===== config.mk =====
export PLATFORM = sky130hd
export DESIGN_NAME = sdc_top
export DESIGN_NICKNAME = d
export VERILOG_FILES = /design/src/sdc_shift.v /design/src/sdc_rd_pipe.v /design/src/sdc_top.v
export VERILOG_INCLUDE_DIRS = /design/src
export SDC_FILE = /design/constraint.sdc
export NUM_CORES = 1
export LEC_CHECK = 0
export BUFFER_PORTS_ARGS = -buffer_cell sky130_fd_sc_hd__buf_2
export CAP_MARGIN = 20
export CORE_ASPECT_RATIO = 0.75
export CORE_MARGIN = 2
export CORE_UTILIZATION = 35
export CTS_BUF_LIST = sky130_fd_sc_hd__clkbuf_2 sky130_fd_sc_hd__clkbuf_4 sky130_fd_sc_hd__clkbuf_8
export CTS_CLUSTER_DIAMETER = 80
export DETAILED_ROUTE_END_ITERATION = 8
export PLACE_DENSITY = 0.52
export SLEW_MARGIN = 10
export SYNTH_ARGS = -nofsm -noshare
export SYNTH_HDL_FRONTEND = slang
export SYNTH_SLANG_ARGS = --single-unit

===== constraint.sdc =====
create_clock -name core_clk_i -period 6.5 [get_ports core_clk_i]
set_clock_uncertainty 0.15 [all_clocks]
set_input_delay 1.3 -clock core_clk_i [delete_from_list [all_inputs] [get_ports core_clk_i]]
set_output_delay 1.3 -clock core_clk_i [all_outputs]
set_load 0.1 [all_outputs]

===== src/sdc_defines.vh =====
// constants shared by the sdram command arbiter and data path
`ifndef SDC_DEFINES_VH
`define SDC_DEFINES_VH

`define SDC_CMD_NOP 3'h0
`define SDC_CMD_RDA 3'h1
`define SDC_CMD_WRA 3'h2
`define SDC_CMD_REFRESH 3'h3
`define SDC_CMD_PRECHARGE 3'h4
`define SDC_CMD_LOAD_MODE 3'h5

// sdram bus command as {ras_n, cas_n, we_n}
`define SDC_SD_NOP 3'h7
`define SDC_SD_ACT 3'h3
`define SDC_SD_RD 3'h5
`define SDC_SD_WR 3'h4
`define SDC_SD_PCH 3'h2
`define SDC_SD_ARF 3'h1
`define SDC_SD_LMR 3'h0

`define SDC_CFG_LAT_LO 0
`define SDC_CFG_LAT_HI 1
`define SDC_CFG_R2C_LO 2
`define SDC_CFG_R2C_HI 3
`define SDC_CFG_RRD_LO 4
`define SDC_CFG_RRD_HI 7
`define SDC_CFG_PAGE_BIT 8
`define SDC_CFG_BL_LO 9
`define SDC_CFG_BL_HI 12
`define SDC_CFG_RESET 13'h1027
`define SDC_RIW_RESET 16'h061A

`define SDC_OFS_CFG 8'h00
`define SDC_OFS_RIW 8'h04
`define SDC_OFS_STAT 8'h08
`define SDC_RESP_OKAY 2'h0
`define SDC_RESP_SLVERR 2'h2

`define SDC_AP_BIT 10
`define SDC_PCH_LEAD 32'h00000004
`define SDC_SHORT_OP 6'h03
`define SDC_WR_ALIGN 6'h04

`endif


===== src/sdc_shift.v =====
// loadable right shift register used for command timing
module sdc_shift #(
    parameter W = 32
) (
    input wire core_clk_i,
    input wire rstn_i,
    input wire load_i,
    input wire [W-1:0] load_val_i,
    output wire fire_o
);
    reg [W-1:0] sr_r;

    always @(posedge core_clk_i or negedge rstn_i) begin
        if (!rstn_i) begin
            sr_r <= {W{1'b0}};
        end else if (load_i) begin
            sr_r <= load_val_i;
        end else begin
            sr_r <= sr_r >> 1;
        end
    end

    assign fire_o = sr_r[0];
endmodule // sdc_shift


===== src/sdc_rd_pipe.v =====
// read data register pipeline with selectable depth
module sdc_rd_pipe #(
    parameter W = 33,
    parameter STAGES = 2
) (
    input wire core_clk_i,
    input wire rstn_i,
    input wire [W-1:0] d_i,
    output wire [W-1:0] q_o
);
    genvar g;
    generate
        if (STAGES == 0) begin : g_none
            // zero stages: output is combinational from the pins
            assign q_o = d_i;
        end else begin : g_pipe
            reg [W-1:0] st_r [0:STAGES-1];
            for (g = 0; g < STAGES; g = g + 1) begin : g_st
                always @(posedge core_clk_i or negedge rstn_i) begin
                    if (!rstn_i) begin
                        st_r[g] <= {W{1'b0}};
                    end else if (g == 0) begin
                        st_r[g] <= d_i;
                    end else begin
                        st_r[g] <= st_r[g-1];
                    end
                end
            end
            assign q_o = st_r[STAGES-1];
        end
    endgenerate
endmodule // sdc_rd_pipe


===== src/sdc_top.v =====
// sdram command arbiter, address multiplexer and data path with axi4-lite config
//
// Decided for this implementation: the AXI4-Lite register port and the register offsets.
`include "sdc_defines.vh"
module sdc_top #(
    parameter DW = 32,
    parameter COL_W = 8,
    parameter ROW_W = 12,
    parameter BA_W = 2,
    parameter AXI_AW = 8,
    parameter RD_STAGES = 2
) (
    input wire core_clk_i,
    input wire rstn_i,
    input wire [2:0] host_cmd_i,
    input wire [COL_W+ROW_W+BA_W-1:0] host_addr_i,
    input wire [DW-1:0] host_write_data_i,
    output wire command_acknowledge_o,
    output wire [DW-1:0] host_read_data_o,
    output wire host_read_valid_o,
    output wire sd_cs_n_o,
    output wire sd_ras_n_o,
    output wire sd_cas_n_o,
    output wire sd_we_n_o,
    output wire [11:0] sd_addr_o,
    output wire [BA_W-1:0] sd_ba_o,
    output wire [DW-1:0] sd_dq_o,
    output wire sd_dq_oe_o,
    input wire [DW-1:0] sd_dq_i,
    input wire [AXI_AW-1:0] s_axi_awaddr_i,
    input wire s_axi_awvalid_i,
    output wire s_axi_awready_o,
    input wire [31:0] s_axi_wdata_i,
    input wire [3:0] s_axi_wstrb_i,
    input wire s_axi_wvalid_i,
    output wire s_axi_wready_o,
    output wire [1:0] s_axi_bresp_o,
    output wire s_axi_bvalid_o,
    input wire s_axi_bready_i,
    input wire [AXI_AW-1:0] s_axi_araddr_i,
    input wire s_axi_arvalid_i,
    output wire s_axi_arready_o,
    output wire [31:0] s_axi_rdata_o,
    output wire [1:0] s_axi_rresp_o,
    output wire s_axi_rvalid_o,
    input wire s_axi_rready_i
);
    reg [12:0] cfg_r;
    reg [15:0] riw_r;
    reg [15:0] rcnt_r;
    reg rflag_r;
    reg ack_r;
    reg [2:0] sdcmd_r;
    reg [11:0] sdaddr_r;
    reg [BA_W-1:0] sdba_r;
    reg [COL_W-1:0] col_r;
    reg [BA_W-1:0] bank_r;
    reg is_wr_r;
    reg page_open_r;
    reg pch_pend_r;
    reg rd_act_r;
    reg wr_act_r;
    reg [3:0] bl_cnt_r;
    reg [2:0] rv_r;
    reg [DW-1:0] wd1_r;
    reg [DW-1:0] wd2_r;
    reg aw_got_r;
    reg w_got_r;
    reg [AXI_AW-1:0] awaddr_r;
    reg [31:0] wdata_r;
    reg [3:0] wstrb_r;
    reg awready_r;
    reg wready_r;
    reg bvalid_r;
    reg [1:0] bresp_r;
    reg arready_r;
    reg rvalid_r;
    reg [31:0] rdata_r;
    reg [1:0] rresp_r;

    wire [1:0] lat_f = cfg_r[`SDC_CFG_LAT_HI:`SDC_CFG_LAT_LO];
    wire [1:0] r2c_f = cfg_r[`SDC_CFG_R2C_HI:`SDC_CFG_R2C_LO];
    wire [3:0] rrd_f = cfg_r[`SDC_CFG_RRD_HI:`SDC_CFG_RRD_LO];
    wire pg_on = cfg_r[`SDC_CFG_PAGE_BIT];
    wire [3:0] bl_f = cfg_r[`SDC_CFG_BL_HI:`SDC_CFG_BL_LO];
    // zero latency, row-to-column and burst settings would break the shift timing, so they act as one
    wire [5:0] lat_e = (lat_f == 2'h0) ? 6'h01 : {4'h0, lat_f};
    wire [5:0] r2c_e = (r2c_f == 2'h0) ? 6'h01 : {4'h0, r2c_f};
    wire [5:0] bl_e = (bl_f == 4'h0) ? 6'h01 : {2'h0, bl_f};
    wire [5:0] rrd_e = {2'h0, rrd_f};

    wire [COL_W-1:0] h_col = host_addr_i[COL_W-1:0];
    wire [ROW_W-1:0] h_row = host_addr_i[COL_W+ROW_W-1:COL_W];
    wire [BA_W-1:0] h_ba = host_addr_i[COL_W+ROW_W+BA_W-1:COL_W+ROW_W];

    wire row_fire;
    wire col_fire;
    wire dur_busy;
    reg row_load;
    reg col_load;
    reg dur_load;
    reg [31:0] col_val;
    reg [31:0] dur_val;
    reg go_hid;
    reg go_ref;
    reg go_rw;
    reg go_pch;
    reg go_lmr;
    reg [5:0] dly;

    function [31:0] therm;
        input [5:0] n;
        begin
            therm = (32'h00000001 << n) - 32'h00000001;
        end
    endfunction

    // host waits (no ack) while anything runs, including a hidden refresh
    wire idle = !dur_busy && !page_open_r && !pch_pend_r;

    always @* begin
        row_load = 1'b0;
        col_load = 1'b0;
        dur_load = 1'b0;
        col_val = 32'h00000000;
        dur_val = 32'h00000000;
        go_hid = 1'b0;
        go_ref = 1'b0;
        go_rw = 1'b0;
        go_pch = 1'b0;
        go_lmr = 1'b0;
        dly = 6'h00;
        if (row_fire) begin
            // after closing the page, cover the trailing read words
            dur_load = 1'b1;
            dur_val = therm(lat_e + `SDC_SHORT_OP);
        end else if (idle) begin
            if (rflag_r) begin
                go_hid = 1'b1;
                dur_load = 1'b1;
                dur_val = therm(rrd_e + 6'h01);
            end else begin
                case (host_cmd_i)
                    `SDC_CMD_RDA, `SDC_CMD_WRA: begin
                        go_rw = 1'b1;
                        // writes wait for data to cross the two input stages
                        dly = (host_cmd_i == `SDC_CMD_WRA) ? r2c_e + `SDC_WR_ALIGN : r2c_e;
                        col_load = 1'b1;
                        col_val = 32'h00000001 << (dly - 6'h01);
                        dur_load = 1'b1;
                        if (pg_on) begin
                            dur_val = therm(dly + 6'h01);
                        end else begin
                            dur_val = therm(dly + bl_e + lat_e + `SDC_SHORT_OP);
                        end
                    end
                    `SDC_CMD_REFRESH: begin
                        go_ref = 1'b1;
                        dur_load = 1'b1;
                        dur_val = therm(rrd_e + 6'h01);
                    end
                    `SDC_CMD_PRECHARGE: begin
                        go_pch = 1'b1;
                        dur_load = 1'b1;
                        dur_val = therm(`SDC_SHORT_OP);
                    end
                    `SDC_CMD_LOAD_MODE: begin
                        go_lmr = 1'b1;
                        dur_load = 1'b1;
                        dur_val = therm(`SDC_SHORT_OP);
                    end
                    default: begin
                        dly = 6'h00;
                    end
                endcase
            end
        end else if (page_open_r && !dur_busy && !pch_pend_r &&
                     host_cmd_i == `SDC_CMD_PRECHARGE) begin
            row_load = 1'b1;
        end
    end

    // row commands (terminating precharge) positioned by the row shifter
    sdc_shift #(.W(32)) u_row_sr (
        .core_clk_i(core_clk_i),
        .rstn_i(rstn_i),
        .load_i(row_load),
        .load_val_i(`SDC_PCH_LEAD),
        .fire_o(row_fire)
    );
    sdc_shift #(.W(32)) u_col_sr (
        .core_clk_i(core_clk_i),
        .rstn_i(rstn_i),
        .load_i(col_load),
        .load_val_i(col_val),
        .fire_o(col_fire)
    );
    sdc_shift #(.W(32)) u_dur_sr (
        .core_clk_i(core_clk_i),
        .rstn_i(rstn_i),
        .load_i(dur_load),
        .load_val_i(dur_val),
        .fire_o(dur_busy)
    );

    always @(posedge core_clk_i or negedge rstn_i) begin
        if (!rstn_i) begin
            ack_r <= 1'b0;
            sdcmd_r <= `SDC_SD_NOP;
            sdaddr_r <= 12'h000;
            sdba_r <= {BA_W{1'b0}};
            col_r <= {COL_W{1'b0}};
            bank_r <= {BA_W{1'b0}};
            is_wr_r <= 1'b0;
            page_open_r <= 1'b0;
            pch_pend_r <= 1'b0;
            rd_act_r <= 1'b0;
            wr_act_r <= 1'b0;
            bl_cnt_r <= 4'h0;
        end else begin
            ack_r <= go_ref | go_rw | go_pch | go_lmr | row_fire;
            sdcmd_r <= `SDC_SD_NOP;
            if (go_hid || go_ref) begin
                sdcmd_r <= `SDC_SD_ARF;
            end
            if (go_rw) begin
                sdcmd_r <= `SDC_SD_ACT;
                sdaddr_r <= h_row;
                sdba_r <= h_ba;
                col_r <= h_col;
                bank_r <= h_ba;
                is_wr_r <= (host_cmd_i == `SDC_CMD_WRA);
                page_open_r <= pg_on;
            end
            if (go_pch) begin
                sdcmd_r <= `SDC_SD_PCH;
                sdaddr_r <= 12'h400;
            end
            if (go_lmr) begin
                sdcmd_r <= `SDC_SD_LMR;
                sdaddr_r <= host_addr_i[11:0];
                sdba_r <= {BA_W{1'b0}};
            end
            if (row_load) begin
                pch_pend_r <= 1'b1;
            end
            if (col_fire) begin
                sdcmd_r <= is_wr_r ? `SDC_SD_WR : `SDC_SD_RD;
                sdaddr_r <= {{(12-COL_W){1'b0}}, col_r};
                sdaddr_r[`SDC_AP_BIT] <= !pg_on;
                sdba_r <= bank_r;
                rd_act_r <= !is_wr_r;
                wr_act_r <= is_wr_r;
                bl_cnt_r <= bl_e[3:0];
            end else if (row_fire) begin
                sdcmd_r <= `SDC_SD_PCH;
                sdaddr_r <= 12'h400;
                page_open_r <= 1'b0;
                pch_pend_r <= 1'b0;
                rd_act_r <= 1'b0;
                wr_act_r <= 1'b0;
            end else if ((rd_act_r || wr_act_r) && !page_open_r) begin
                // normal mode burst length ends the data window
                bl_cnt_r <= bl_cnt_r - 4'h1;
                if (bl_cnt_r == 4'h1) begin
                    rd_act_r <= 1'b0;
                    wr_act_r <= 1'b0;
                end
            end
        end
    end

    // refresh interval counter; page mode freezes requests
    always @(posedge core_clk_i or negedge rstn_i) begin
        if (!rstn_i) begin
            rcnt_r <= `SDC_RIW_RESET;
            rflag_r <= 1'b0;
        end else begin
            if (go_hid) begin
                rcnt_r <= riw_r;
            end else if (rcnt_r != 16'h0000) begin
                rcnt_r <= rcnt_r - 16'h0001;
            end
            if (rcnt_r == 16'h0000 && !pg_on && !go_hid) begin
                rflag_r <= 1'b1;
            end else if (go_hid || pg_on) begin
                rflag_r <= 1'b0;
            end
        end
    end

    // write data: two stages so the pin data meets the write command
    always @(posedge core_clk_i or negedge rstn_i) begin
        if (!rstn_i) begin
            wd1_r <= {DW{1'b0}};
            wd2_r <= {DW{1'b0}};
            rv_r <= 3'h0;
        end else begin
            wd1_r <= host_write_data_i;
            wd2_r <= wd1_r;
            rv_r <= {rv_r[1:0], rd_act_r};
        end
    end

    wire rv_sel = rv_r[lat_e[1:0] - 2'h1];
    wire [DW:0] rp_q;
    sdc_rd_pipe #(.W(DW + 1), .STAGES(RD_STAGES)) u_rd_pipe (
        .core_clk_i(core_clk_i),
        .rstn_i(rstn_i),
        .d_i({rv_sel, sd_dq_i}),
        .q_o(rp_q)
    );

    // axi4-lite slave: one write and one read at a time
    wire [AXI_AW-1:0] ofs_cfg = `SDC_OFS_CFG;
    wire [AXI_AW-1:0] ofs_riw = `SDC_OFS_RIW;
    wire [AXI_AW-1:0] ofs_stat = `SDC_OFS_STAT;
    always @(posedge core_clk_i or negedge rstn_i) begin
        if (!rstn_i) begin
            cfg_r <= `SDC_CFG_RESET;
            riw_r <= `SDC_RIW_RESET;
            aw_got_r <= 1'b0;
            w_got_r <= 1'b0;
            awaddr_r <= {AXI_AW{1'b0}};
            wdata_r <= 32'h00000000;
            wstrb_r <= 4'h0;
            awready_r <= 1'b1;
            wready_r <= 1'b1;
            bvalid_r <= 1'b0;
            bresp_r <= `SDC_RESP_OKAY;
            arready_r <= 1'b1;
            rvalid_r <= 1'b0;
            rdata_r <= 32'h00000000;
            rresp_r <= `SDC_RESP_OKAY;
        end else begin
            if (s_axi_awvalid_i && awready_r) begin
                aw_got_r <= 1'b1;
                awaddr_r <= s_axi_awaddr_i;
                awready_r <= 1'b0;
            end
            if (s_axi_wvalid_i && wready_r) begin
                w_got_r <= 1'b1;
                wdata_r <= s_axi_wdata_i;
                wstrb_r <= s_axi_wstrb_i;
                wready_r <= 1'b0;
            end
            if (aw_got_r && w_got_r && !bvalid_r) begin
                aw_got_r <= 1'b0;
                w_got_r <= 1'b0;
                bvalid_r <= 1'b1;
                bresp_r <= `SDC_RESP_OKAY;
                if (awaddr_r == ofs_cfg) begin
                    if (wstrb_r[0]) cfg_r[7:0] <= wdata_r[7:0];
                    if (wstrb_r[1]) cfg_r[12:8] <= wdata_r[12:8];
                end else if (awaddr_r == ofs_riw) begin
                    if (wstrb_r[0]) riw_r[7:0] <= wdata_r[7:0];
                    if (wstrb_r[1]) riw_r[15:8] <= wdata_r[15:8];
                end else if (awaddr_r != ofs_stat) begin
                    bresp_r <= `SDC_RESP_SLVERR;
                end
            end
            if (bvalid_r && s_axi_bready_i) begin
                bvalid_r <= 1'b0;
                awready_r <= 1'b1;
                wready_r <= 1'b1;
            end
            if (s_axi_arvalid_i && arready_r) begin
                arready_r <= 1'b0;
                rvalid_r <= 1'b1;
                rresp_r <= `SDC_RESP_OKAY;
                if (s_axi_araddr_i == ofs_cfg) begin
                    rdata_r <= {19'h00000, cfg_r};
                end else if (s_axi_araddr_i == ofs_riw) begin
                    rdata_r <= {16'h0000, riw_r};
                end else if (s_axi_araddr_i == ofs_stat) begin
                    rdata_r <= {rcnt_r, 12'h000, rflag_r, pch_pend_r, page_open_r, dur_busy};
                end else begin
                    rdata_r <= 32'h00000000;
                    rresp_r <= `SDC_RESP_SLVERR;
                end
            end
            if (rvalid_r && s_axi_rready_i) begin
                rvalid_r <= 1'b0;
                arready_r <= 1'b1;
            end
        end
    end

    assign command_acknowledge_o = ack_r;
    assign host_read_data_o = rp_q[DW-1:0];
    assign host_read_valid_o = rp_q[DW];
    assign sd_cs_n_o = 1'b0;
    assign sd_ras_n_o = sdcmd_r[2];
    assign sd_cas_n_o = sdcmd_r[1];
    assign sd_we_n_o = sdcmd_r[0];
    assign sd_addr_o = sdaddr_r;
    assign sd_ba_o = sdba_r;
    assign sd_dq_o = wd2_r;
    assign sd_dq_oe_o = wr_act_r;
    assign s_axi_awready_o = awready_r;
    assign s_axi_wready_o = wready_r;
    assign s_axi_bresp_o = bresp_r;
    assign s_axi_bvalid_o = bvalid_r;
    assign s_axi_arready_o = arready_r;
    assign s_axi_rdata_o = rdata_r;
    assign s_axi_rresp_o = rresp_r;
    assign s_axi_rvalid_o = rvalid_r;
endmodule // sdc_top


==> reports/metrics.cfg <==
[timing]
setup_tns_ns=0
max_freq_ghz=0.1826
slew_headroom_pct=30.25
worst_slew_pin_slew_ns=1.046
finalSetupViolCount=0
drv_slew=0
finalCritPeriodShare_pct=84.24
rsz0062_at_grt=no
min_period_ns=5.475
hold_viol_final=0

[clocking]
clock_latency_ns=0.61
htree_levels=2
tritoncts=built
cts_buffer_depth=3
cts_resized=0
clock-sinks=350
cts_hold_buf=0
postCtsSetupBuffers=0
cts_buffers=56
cts.root.buffer_cell=clkbuf_8
path_clk_slew_ns=0.06

[critical_path]
arrival_ns=5.80
worstPathCellList=nand2b_1 -> inv_1 -> ha_1 -> inv_1 -> fa_1 -> ha_1 -> inv_1 -> fa_1 -> and4b_1 -> a2111oi_4 -> nor2b_1 -> nand2_1 -> ha_1 -> o2111ai_1 -> o21ai_0 -> buf_4 -> a31oi_1 -> or3b_2
endpoint_kind=flop
cpLargestDelayFamily=adder cells
crit_path_top_delay_cell=dfrtp_1
reg2reg_depth=18
startpoint_type=flop
critPathMaxFanout=13
worstPathRequired_ns=6.83
critical_path_class=reg -> reg
cp.depth=18
max_stage_delay_ns=0.76
critPathBufInv=4

[power_and_ir_drop]
intPower_mw=4.197
power_frac_clock_pct=29.9
seqPwrFrac_pct=38.4
finalPower_mw=6.713
power_frac_comb_pct=31.7
power_switching_mw=2.516
p_sw_share_pct=37.48
vdd_drop_max_uv=266.1
power_per_cell_area_nw_per_um2=388.9
leakagePower_nw=8.139

[grt]
grt_usage_pct=17.58
grt_pass1_wl_mm=58.84
grt_pass1_vias=10220
grt_max_degree=159
antenna_found_initial=4
grt-ovfl-total=0

[layout]
nFillCells=3930
area_growth_pct=20.24
drive_gt1_share_pct=32.08
mostFrequentLayoutCells=dfrtp_1, buf_2, nand2_1
finalInstanceArea_um2=17260
nets=1664
final_common_cell=dfrtp_1
layout.cells.non_filler=2076

[synthesis]
ys_seq_area_share_pct=61.20
synth-main-ff-cell=dfrtp_1
netlist_area_um2=14350
yosysTopAreaCell=dfrtp_1
syn_area_per_cell_um2=11.46
ys_types=84
ys_top_cells_by_area=dfrtp_1, mux2_2, nand2_1
synth_edf_count=0
yosys_warnings=0
async_flop_share_pct=100.0
ys_ff_latch=350
synth.top_cell.area_share_pct=57.36
netlist_instances=1253

[floorplanning]
rows=64
die_w_um=237.8
initial_core_util_pct=35.36
die_y_um=179.4
ios=274
core_um2=40600
design.die.area_um2=42660

[placed_design]
dpl_cell_area_um2=16000
dp.cells=1967
io_buffers=252
place_congestion=0.8718
dpl.hpwl_mm=25.97

[drt]
via_per_inst=4.934
routedWlPerCell_um=17.92
wl_mm=37.19
vias=10240
drc=0
drt_iter0_markers=570
ant_nets=0
drt_first_pass_iters=5

[flow_run]
drv_cap=0

[hold_path]
hp-class=reg -> reg
whs_path_depth=0

[status]
status=finished clean

[metal layers]
metal	wire length, um	global-route usage (%)
met5	30	0
met4	769	5.136
met3	2425	4.626
met2	15990	25.82
met1	17980	25.53
[stage by stage]
step | worst slack, ns | util [%] | hold slack (ns)
detailed placement | 0.9517 | 39.41 | 0.1847
CTS | 1.140 | 42.45 | 0.1921
global route | 0.7816 | 42.51 | 0.2000
floorplan | 0.8355 | - | 0.1812
global placement | 0.9690 | 39.41 | 0.1811
finish | 1.025 | 42.51 | 0.1773
[sequential cells by signal, summed over array words and instances, names as in the netlist, 2 cells and up]
name	count
sd_dq_o	32
u_rd_pipe.q_o	33
u_dur_sr.sr_r	32
bl_cnt_r	4
rcnt_r	16
col_r	8
bank_r	2
sdcmd_r	3
rv_r	3
wd1_r	32
u_col_sr.sr_r	32
riw_r	16
awaddr_r	8
cfg_r	13
u_rd_pipe.g_pipe.st_r	33
sd_addr_o	12
s_axi_rdata_o	32
u_row_sr.sr_r	3
sd_ba_o	2
wdata_r	16
wstrb_r	2
[logic make-up after synthesis]
kind of cell               Yosys count  share of synthesized area (%)
xor gates and xnor gates            19                          1.159
AOI/OAI and AO/OA                  280                          12.58
and+or+nand+nor                    382                          13.21
DFF                                350                          61.20
other                                2                        0.05232
buffers and inverters              128                          4.385
muxes                               74                          5.744
adders and majority gates           18                          1.674
[final cells by class]
cell class	instances	area [um2]	share of cell area, %
flip-flops and latches	350	8785	50.90
diodes	2	5.005	0.02900
well taps	528	660.6	3.828
repair buffers	273	1466	8.496
clock inverters	16	125.1	0.7250
clock buffers	90	1107	6.416
inverters	34	127.6	0.7394
multi-input cells	783	4982	28.87
[synth_stat cells (all sizes together) (9+ instances only)]
master and number:
or2 9, mux2 67, xnor2 12, nor4 11, nand2b 13, nor2 49, nor2b 37, dfstp 21
a21oi 64, o31ai 9, dfrtp 329, clkbuf 50, a31oi 11, nand3 24, buf 44, inv 31
a22oi 26, ha 16, nand2 163, nor3 28, o21ai 93
[worst reg2reg max path: cells and delay by family (launching register included)]
family	cells	cell delay (ns)
buf+inv	4	0.57
flops	1	0.76
simple gates	5	1.34
compound gates	4	0.87
fa+ha+maj	5	1.66
[power by group through the flow]
| stage | Sequential (mW) | Combinational, mW | Clock (mW) |
|---|---|---|---|
| after CTS | 2.58 | 2.10 | 2.09 |
| after detailed placement | 2.62 | 2.09 | 0 |
| after global placement | 2.61 | 2.09 | 0 |
| after global routing | 2.61 | 2.29 | 2.19 |
| final | 2.58 | 2.13 | 2.01 |
| after floorplan | 2.89 | 1.24 | 0 |
[final timing paths]
path | from | end | slack, ns
min in group asynchronous | rstn_i | wd1_r[11] | 0.44
max in group asynchronous | rstn_i | u_rd_pipe.q_o[32] | 4.50
hold / removal | u_rd_pipe.g_pipe.st_r[54] | u_rd_pipe.q_o[21] | 0.18
hold reg to reg | u_rd_pipe.g_pipe.st_r[54] | u_rd_pipe.q_o[21] | 0.18
setup / recovery | cfg_r[3] | u_dur_sr.sr_r[30] | 1.02
setup reg to reg | cfg_r[3] | u_dur_sr.sr_r[30] | 1.02
Power figures use the tool's default switching activity.
